## config.mk

```make
export PLATFORM = sky130hd
export DESIGN_NAME = tshc_scan
export DESIGN_NICKNAME = d
export VERILOG_FILES = /design/src/tshc_pkg.sv /design/src/tshc_scan.sv
export SDC_FILE = /design/constraint.sdc
export NUM_CORES = 1
export LEC_CHECK = 0
export ABC_AREA = 1
export BUFFER_PORTS_ARGS = -buffer_cell sky130_fd_sc_hd__buf_2
export CORE_ASPECT_RATIO = 1.5
export CORE_MARGIN = 5
export CORE_UTILIZATION = 60
export DETAILED_ROUTE_END_ITERATION = 7
export GPL_TIMING_DRIVEN = 0
export PLACE_DENSITY = 0.85
export SLEW_MARGIN = 20
export SYNTH_ARGS = -nofsm -noshare
export SYNTH_HDL_FRONTEND = slang
export SYNTH_SLANG_ARGS = --single-unit
export TNS_END_PERCENT = 30
```

## constraint.sdc

```tcl
create_clock -name i_clk -period 4.1 [get_ports i_clk]
set_input_delay 0.41 -clock i_clk [delete_from_list [all_inputs] [get_ports i_clk]]
set_output_delay 0.41 -clock i_clk [all_outputs]
set_load 0.05 [all_outputs]
```

## src/tshc_pkg.sv

```systemverilog
// shared constants and types for the thermistor scan and heater sequencer
package tshc_pkg;
    localparam int CLK_HZ = 200_000_000;
    localparam int PWM_HZ = 10;
    localparam int SETTLE_US = 1000;
    localparam int SETTLE_CYC = SETTLE_US * (CLK_HZ / 1_000_000);
    localparam int N_SLOT = 19;
    localparam int N_CH = 16;
    localparam int N_GRP = 5;
    localparam int AVG_LOG2 = 8;
    localparam int SUM_W = 16 + AVG_LOG2;
    localparam logic [11:0] SP_ZERO = 12'h0_064;
    localparam logic [11:0] SP_FULL = 12'h0_FA0;
    localparam int DUTY_STEPS = 3900;
    localparam int PWM_PRESCALE = CLK_HZ / (PWM_HZ * DUTY_STEPS);
    localparam logic signed [15:0] AR_LOW = 16'sh9_000;
    localparam logic signed [15:0] AR_HIGH = 16'sh7_000;
    localparam logic [2:0] OFF_MAX_AR = 3'h3;
    localparam logic [2:0] OFF_RST = 3'h1;
    localparam logic [11:0] SP_AMB_RST = 12'h0_72E;
    localparam logic [11:0] SP_HOT_RST = 12'h0_86D;
    localparam logic [11:0] SP_AMB_MIN = 12'h0_064;
    localparam logic [11:0] SP_AMB_MAX = 12'h0_F00;
    localparam logic [11:0] SP_HOT_MIN = 12'h0_064;
    localparam logic [11:0] SP_HOT_MAX = 12'h0_F00;
    localparam logic [3:0] CH_CAL_A = 4'hC;
    localparam int SLOT_SECOND = 16;
    localparam int GRP_AMB = 0;
    localparam int GRP_HOT = 1;

    // group index: 0 ambient, 1 hot, 2..4 spare channels one to three
    typedef struct packed {
        logic [1:0] const_pwr;
        logic [1:0] therm_b;
        logic [1:0][11:0] setpoint;
        logic [N_GRP-1:0][2:0] offset;
        logic [N_GRP-1:0] ar_en;
    } tshc_cfg_t;

    typedef enum logic [4:0] {
        S_SETUP = 5'b00001,
        S_SETTLE = 5'b00010,
        S_CONV = 5'b00100,
        S_STORE = 5'b01000,
        S_END = 5'b10000
    } tshc_state_t;
endpackage

```

## src/tshc_scan.sv

```systemverilog
// scan sequencer, offset autoranging, heater pwm and overtemperature latch
// Behaviour
// - control thermistor comes only from host command, never switched automatically
// - heater pwm runs near 10 Hz, free of the scan timing
// - constant power: set point sets duty, zero duty at or below low limit
// - constant power: full duty at upper limit, step finer than 0.03 percent
// - constant temperature: out-of-range set point commands are refused
// - overtemperature comparator removes heater drive, restores it when it clears
// - overtemperature indicator latches until reset or new host command
// - each source has its own protection and indicator
// - ambient channels share an offset, hot channels another, spares their own
// - five offset codes selectable, zero offset code allowed everywhere
// - per channel: offset, mux, settle, average 256 conversions, store, next
// - averaged result is 16-bit two's complement
// - autorange enable per group and spare, never for calibration channels
// - ambient autorange uses channel 0, hot autorange uses channel 4
// - step offset up below low threshold, down above high threshold
// - autorange uses codes 0 to 3, one step per collection
// - calibration channels 11 and 15 use one fixed offset
// - calibration channels 12 to 14 measured twice, 19 results kept
// - spare error channels use offset code 4 when commanded
// - host command settings take effect only at end of sampling interval; the overtemperature indicator clears on command arrival
`timescale 1ns/1ps
`default_nettype none
module tshc_scan #(
    parameter int SETTLE_CYC = tshc_pkg::SETTLE_CYC,
    parameter int PWM_PRESCALE = tshc_pkg::PWM_PRESCALE
) (
    // clock and reset
    input wire logic i_clk,
    input wire logic i_resetn,
    // host command
    input wire logic i_cmd_valid,
    input wire tshc_pkg::tshc_cfg_t i_cmd,
    output logic o_cmd_refused,
    output tshc_pkg::tshc_cfg_t o_cfg,
    // analog front end
    output logic [3:0] o_mux_ch,
    output logic [2:0] o_offset,
    output logic o_adc_start,
    input wire logic i_adc_valid,
    input wire logic signed [15:0] i_adc_data,
    // results
    output logic [tshc_pkg::N_SLOT-1:0][15:0] o_result,
    output logic o_scan_done,
    // heaters
    input wire logic [1:0] i_pid_heat,
    input wire logic [1:0] i_overtemp,
    output logic [1:0] o_heater,
    output logic [1:0] o_overtemp_flag
);
    tshc_pkg::tshc_state_t state_r, state_nxt;
    logic [4:0] slot_r, slot_nxt;
    logic [31:0] wait_r, wait_nxt;
    logic [tshc_pkg::AVG_LOG2-1:0] cnt_r, cnt_nxt;
    logic [tshc_pkg::SUM_W-1:0] sum_r, sum_nxt;
    logic [tshc_pkg::N_SLOT-1:0][15:0] res_r, res_nxt;
    logic start_r, start_nxt;
    tshc_pkg::tshc_cfg_t cfg_r, cfg_nxt, pend_r, pend_nxt;
    logic pend_v_r, pend_v_nxt, refused_r, refused_nxt;
    logic [31:0] pre_r, pre_nxt;
    logic [11:0] phase_r, phase_nxt;
    logic [1:0] heat_r, heat_nxt, otf_r, otf_nxt;
    logic [3:0] ch;
    logic [2:0] off;

    // slot to multiplexer channel
    function automatic logic [3:0] slot_ch(input logic [4:0] s);
        if (s >= 5'(tshc_pkg::SLOT_SECOND)) begin
            return tshc_pkg::CH_CAL_A + 4'(s - 5'(tshc_pkg::SLOT_SECOND));
        end
        return s[3:0];
    endfunction

    // slot to offset code; calibration codes are fixed by position
    function automatic logic [2:0] slot_off(input logic [4:0] s, input tshc_pkg::tshc_cfg_t c);
        unique case (s)
            5'h00, 5'h01, 5'h02, 5'h03: return c.offset[tshc_pkg::GRP_AMB];
            5'h04, 5'h05, 5'h06, 5'h07: return c.offset[tshc_pkg::GRP_HOT];
            5'h08: return c.offset[2];
            5'h09: return c.offset[3];
            5'h0A: return c.offset[4];
            5'h0B, 5'h0C: return 3'h3;
            5'h0D, 5'h10: return 3'h2;
            5'h0E, 5'h11: return 3'h1;
            default: return 3'h0;
        endcase
    endfunction

    // one autorange step, only inside codes 0..3
    function automatic logic [2:0] ar_step(input logic [2:0] o, input logic [15:0] r);
        if (o > tshc_pkg::OFF_MAX_AR) begin
            return o;
        end
        if ($signed(r) < tshc_pkg::AR_LOW && o < tshc_pkg::OFF_MAX_AR) begin
            return o + 3'h1;
        end
        if ($signed(r) > tshc_pkg::AR_HIGH && o != 3'h0) begin
            return o - 3'h1;
        end
        return o;
    endfunction

    // refusal check for constant temperature set points
    function automatic logic sp_bad(input int s, input logic [11:0] v);
        if (s == tshc_pkg::GRP_AMB) begin
            return v < tshc_pkg::SP_AMB_MIN || v > tshc_pkg::SP_AMB_MAX;
        end
        return v < tshc_pkg::SP_HOT_MIN || v > tshc_pkg::SP_HOT_MAX;
    endfunction

    assign ch = slot_ch(slot_r);
    assign off = slot_off(slot_r, cfg_r);

    // scan sequencer
    always_comb begin
        state_nxt = state_r;
        slot_nxt = slot_r;
        wait_nxt = wait_r;
        cnt_nxt = cnt_r;
        sum_nxt = sum_r;
        res_nxt = res_r;
        start_nxt = 1'b0;
        unique case (state_r)
            tshc_pkg::S_SETUP: begin
                wait_nxt = 32'(SETTLE_CYC);
                state_nxt = tshc_pkg::S_SETTLE;
            end
            tshc_pkg::S_SETTLE: begin
                if (wait_r <= 32'h0000_0001) begin
                    state_nxt = tshc_pkg::S_CONV;
                    cnt_nxt = '0;
                    sum_nxt = '0;
                    start_nxt = 1'b1;
                end else begin
                    wait_nxt = wait_r - 32'h0000_0001;
                end
            end
            tshc_pkg::S_CONV: begin
                // back-to-back conversions: next start issued with each result except the 256th
                if (i_adc_valid) begin
                    sum_nxt = sum_r + {{tshc_pkg::AVG_LOG2{i_adc_data[15]}}, i_adc_data};
                    cnt_nxt = cnt_r + 1'b1;
                    if (cnt_r == '1) begin
                        state_nxt = tshc_pkg::S_STORE;
                    end else begin
                        start_nxt = 1'b1;
                    end
                end
            end
            tshc_pkg::S_STORE: begin
                res_nxt[slot_r] = sum_r[tshc_pkg::SUM_W-1 -: 16];
                if (slot_r == 5'(tshc_pkg::N_SLOT - 1)) begin
                    state_nxt = tshc_pkg::S_END;
                end else begin
                    slot_nxt = slot_r + 5'h01;
                    state_nxt = tshc_pkg::S_SETUP;
                end
            end
            tshc_pkg::S_END: begin
                slot_nxt = '0;
                state_nxt = tshc_pkg::S_SETUP;
            end
            default: state_nxt = tshc_pkg::S_SETUP;
        endcase
    end

    always_ff @(posedge i_clk) begin
        if (!i_resetn) begin
            state_r <= tshc_pkg::S_SETUP;
            slot_r <= '0;
            wait_r <= '0;
            cnt_r <= '0;
            sum_r <= '0;
            res_r <= '0;
            start_r <= 1'b0;
        end else begin
            state_r <= state_nxt;
            slot_r <= slot_nxt;
            wait_r <= wait_nxt;
            cnt_r <= cnt_nxt;
            sum_r <= sum_nxt;
            res_r <= res_nxt;
            start_r <= start_nxt;
        end
    end

    // configuration: commands held pending, applied at end of collection
    always_comb begin
        cfg_nxt = cfg_r;
        pend_nxt = pend_r;
        pend_v_nxt = pend_v_r;
        refused_nxt = 1'b0;
        if (state_r == tshc_pkg::S_END) begin
            // autorange from the group's reference channel only
            if (cfg_r.ar_en[0]) cfg_nxt.offset[0] = ar_step(cfg_r.offset[0], res_r[0]);
            if (cfg_r.ar_en[1]) cfg_nxt.offset[1] = ar_step(cfg_r.offset[1], res_r[4]);
            for (int g = 2; g < tshc_pkg::N_GRP; g++) begin
                if (cfg_r.ar_en[g]) begin
                    cfg_nxt.offset[g] = ar_step(cfg_r.offset[g], res_r[g + 6]);
                end
            end
            if (pend_v_r) begin
                cfg_nxt = pend_r;
                for (int s = 0; s < 2; s++) begin
                    if (!pend_r.const_pwr[s] && sp_bad(s, pend_r.setpoint[s])) begin
                        cfg_nxt.setpoint[s] = cfg_r.setpoint[s];
                        refused_nxt = 1'b1;
                    end
                end
                pend_v_nxt = 1'b0;
            end
        end
        // a command arriving on the apply cycle stays pending for the next interval
        if (i_cmd_valid) begin
            pend_nxt = i_cmd;
            pend_v_nxt = 1'b1;
        end
    end

    always_ff @(posedge i_clk) begin
        if (!i_resetn) begin
            cfg_r.const_pwr <= '0;
            cfg_r.therm_b <= '0;
            cfg_r.setpoint <= {tshc_pkg::SP_HOT_RST, tshc_pkg::SP_AMB_RST};
            cfg_r.offset <= {tshc_pkg::N_GRP{tshc_pkg::OFF_RST}};
            cfg_r.ar_en <= '1;
            pend_r <= '0;
            pend_v_r <= 1'b0;
            refused_r <= 1'b0;
        end else begin
            cfg_r <= cfg_nxt;
            pend_r <= pend_nxt;
            pend_v_r <= pend_v_nxt;
            refused_r <= refused_nxt;
        end
    end

    // heater pwm: free running, shared timebase, independent per source
    always_comb begin
        pre_nxt = pre_r + 32'h0000_0001;
        phase_nxt = phase_r;
        if (pre_r >= 32'(PWM_PRESCALE - 1)) begin
            pre_nxt = '0;
            phase_nxt = (phase_r >= 12'(tshc_pkg::DUTY_STEPS - 1)) ? 12'h000 : phase_r + 12'h001;
        end
        otf_nxt = otf_r;
        for (int s = 0; s < 2; s++) begin
            if (cfg_r.const_pwr[s]) begin
                // duty = (setpoint - zero) / steps, saturating at both ends
                heat_nxt[s] = cfg_r.setpoint[s] > tshc_pkg::SP_ZERO
                    && (cfg_r.setpoint[s] - tshc_pkg::SP_ZERO) > phase_r;
            end else begin
                heat_nxt[s] = i_pid_heat[s];
            end
            // comparator hysteresis is analog; drive follows it directly
            if (i_overtemp[s]) begin
                heat_nxt[s] = 1'b0;
            end
            if (i_cmd_valid) begin
                otf_nxt[s] = 1'b0;
            end
            if (i_overtemp[s]) begin
                otf_nxt[s] = 1'b1;
            end
        end
    end

    always_ff @(posedge i_clk) begin
        if (!i_resetn) begin
            pre_r <= '0;
            phase_r <= '0;
            heat_r <= '0;
            otf_r <= '0;
        end else begin
            pre_r <= pre_nxt;
            phase_r <= phase_nxt;
            heat_r <= heat_nxt;
            otf_r <= otf_nxt;
        end
    end

    assign o_mux_ch = ch;
    assign o_offset = off;
    assign o_adc_start = start_r;
    assign o_result = res_r;
    assign o_scan_done = (state_r == tshc_pkg::S_END);
    assign o_cfg = cfg_r;
    assign o_cmd_refused = refused_r;
    assign o_heater = heat_r;
    assign o_overtemp_flag = otf_r;
endmodule
`default_nettype wire

```

==> impl_metrics.ini <==
[clocking]
cts_buffers = 48
cts_resized = 0
cts_sinks = 525
cts_buffer_depth = 3
cts_tree = done
cts.clk_slew.worst_paths_ns = 0.07
cts_setup_buffers = 0
clockRootBuffer = clkbuf_16
holdBufCountCts = 0
htree_levels = 2
clock_latency_ns = 0.59

[floorplanning]
die_y_um = 253
row_count = 89
initial_utilization_pct = 60.4
die_area_um2 = 43600
core_area_um2 = 39200
io_pins = 438
fp.dieW_um = 172

[global_route]
grt_pass1_wl_um = 125000
grt_max_degree = 16
grt_antenna_before_repair = 1
grt_pass1_vias = 23500
grt_overflow_total = 0
grt.total_usage_pct = 36.2

[synth]
yosys.area.top_type = dfxtp_1
synth_ff_type = dfxtp_1
yosys_warnings = 0
syn_area_per_cell_um2 = 7.13
synth_area_leaders = dfxtp_1 44%, nor2_1 14%, o21ai_0 8.7%, nand2_1 7.2%, ha_1 4.4%
synth_common_cells = 889 x nor2_1, 525 x dfxtp_1, 453 x nand2_1, 410 x o21ai_0, 222 x inv_1
seq_area_frac_synth_pct = 44.4
ys_ff_latch = 525
synth.distinct_cells = 50
syn_inst = 3324
synth_edf_count = 0
synth_area_um2 = 23700
async_flop_share_pct = 0
yosysMostFrequentCell = nor2_1
post-synth-top-area-fraction_pct = 44.4

[sta]
hold_slack_ns = 0.0591
rsz0062_at_grt = false
worst_clock_skew_ns = 0.0309
period_minus_slack_ns = 2.93
min_period_over_period_pct = 71.4
setup_viol = 0
clock.fmax_ghz = 0.341
report.final.hold_viol_count = 0
worst_pin_slew_ns = 1.12
fin_setup_tns_ns = 0
slew-limit-headroom_pct = 25.3
drv_slew = 0

[power_and_ir_drop]
powerDensity_nw_per_um2 = 413
combPwrFrac_pct = 14.8
p_int_uw = 8250
peakVddDrop_uv = 527
power_uw = 11600
power.leakage_uw = 0.0145
p_clk_share_pct = 39.2
pwr-share-seq_pct = 46.1
p_switching_uw = 3370
p_sw_share_pct = 29.0

[run_status]
status = complete, no violations

[setup_path]
cpPeakStageDelay_ns = 0.55
crit_fanout = 5
reg2reg_slack_ns = 1.59
path_cells = inv_1 > ha_1 > o41ai_1 > nor2_1 > nand2_1 > nand3_1 > buf_2
r2r-start = o_cfg[22]
rr_endpoint = o_heater[0]
crit_path_start_kind = flop
reg2reg_depth = 13
crit_arrival_ns = 2.52
cp.required_ns = 3.69
slowest_stage = o41ai_1
end_kind = output port
worstSetupPathType = flop to output port

[placement]
numPortBuffers = 435
dpl.hpwl_um = 60200
dp_cells = 4277
gp_congestion = 0.968
post_dp_cell_area_um2 = 26600

[hold_path]
hp-start = i_cmd[23]
hold_depth = 3
min_to = pend_r[23]
hold_path.class = input pin to flop

[job]
maxCapViolCount = 0

[route]
wirelength_um = 81700
vias = 24200
via_per_inst = 5.55
wl_per_cell_um = 18.7
postRouteAntennaNets = 0
drc_errors = 0
drt_pass1_iterations = 6
drtIter0Drc = 2088

[finish]
final_cells = 4364
layout-drive-gt1-share_pct = 16.2
area_delta_synth_final_pct = 18.7
fillers = 3287
fin_nets = 3984
final_area_um2 = 28100
## sequential cells by signal, indices dropped and copies added, names as in the netlist
register         count
cnt_r                8
o_adc_start          1
o_cfg               48
o_cmd_refused        1
o_heater             2
o_overtemp_flag      2
o_result           304
pend_r              48
pend_v_r             1
phase_r             12
pre_r               32
slot_r               5
state_r              5
sum_r               24
wait_r              32
## worst max-delay path: cells and delay by family (launching register included)
kind            cells  cell delay, ns
fa+ha+maj           1            0.20
buf+inv             2            0.35
flops               1            0.42
simple gates        3            0.40
compound gates      1            0.55
## worst max-delay path by stage
| stage | from | end | slack (ns) | cells past startpoint |
|---|---|---|---|---|
| 2_1_floorplan | o_cfg[22] | o_heater[0] | 1.49 | 14 |
| 3_3_place_gp | i_resetn | pre_r[10] | 1.52 | 5 |
| 3_5_place_dp | i_resetn | pend_r[18] | 1.52 | 5 |
| 4_1_cts | slot_r[0] | o_offset[2] | 1.18 | 7 |
| 5_1_grt | slot_r[1] | o_offset[2] | 1.04 | 7 |
| 6_report | slot_r[1] | o_offset[2] | 1.17 | 7 |
## power groups by stage
stage | logic [uW] | registers, uW | clock network (uW)
after floorplan | 1220 | 5450 | 0
after global placement | 1650 | 5460 | 0
after detailed placement | 1670 | 5460 | 0
after CTS | 1690 | 5350 | 4550
after global routing | 1890 | 5360 | 4780
final | 1720 | 5350 | 4550
## cell usage in the layout (no fill, tap or decap), drive strengths merged, types with 2 or more instances in the layout
master / instances
nor3b: 4
or2: 9
xor2: 39
nor3: 31
xnor2: 14
nand2: 457
o22ai: 6
clkbuf: 195
nand4: 43
and2: 2
buf: 462
and3: 3
dfxtp: 525
bufinv: 4
o21ai: 423
a21oi: 169
ha: 84
a31oi: 2
inv: 252
o21bai: 3
clkinv: 13
conb: 19
nand3b: 16
clkinvlp: 4
o211ai: 6
a211oi: 2
nor2: 923
nor4: 12
nand3: 135
## logic make-up after synthesis
| group | after synthesis | share of synthesized area [%] |
|---|---|---|
| flops | 525 | 44.4 |
| compound gates | 616 | 13.4 |
| xor+xnor | 53 | 1.96 |
| simple gates | 1635 | 29.0 |
| other cells | 1 | 0.0158 |
| buf+inv | 409 | 6.72 |
| fa+ha+maj | 85 | 4.52 |
## layout make-up
class                           instances  area, um2  area share [%]
Clock inverter                         24        275           0.979
Antenna cell                            1       2.50         0.00890
Multi-Input combinational cell       2408      11700            41.4
Buffer                                160        658            2.34
Timing Repair Buffer                  435       2180            7.74
Sequential cell                       525      10500            37.4
Inverter                              249        935            3.32
Tap cell                              500        626            2.22
Clock buffer                           62       1280            4.57
## through the flow
| stage | utilization (%) | worst slack (ns) |
|---|---|---|
| floorplan | - | 1.49 |
| global placement | 67.8 | 1.52 |
| detailed placement | 67.8 | 1.52 |
| CTS | 71.7 | 1.18 |
| global route | 71.7 | 1.04 |
| finish | 71.7 | 1.17 |
## routing by layer
metal	vias up	track usage [%]	share of wire (%)
li1	11700	-	-
met1	11100	40.2	35
met2	1125	60.8	48
met3	351	9.07	8.9
met4	0	24.0	8.0
met5	-	0	0
No activity file was read; power rests on OpenSTA's default activity.
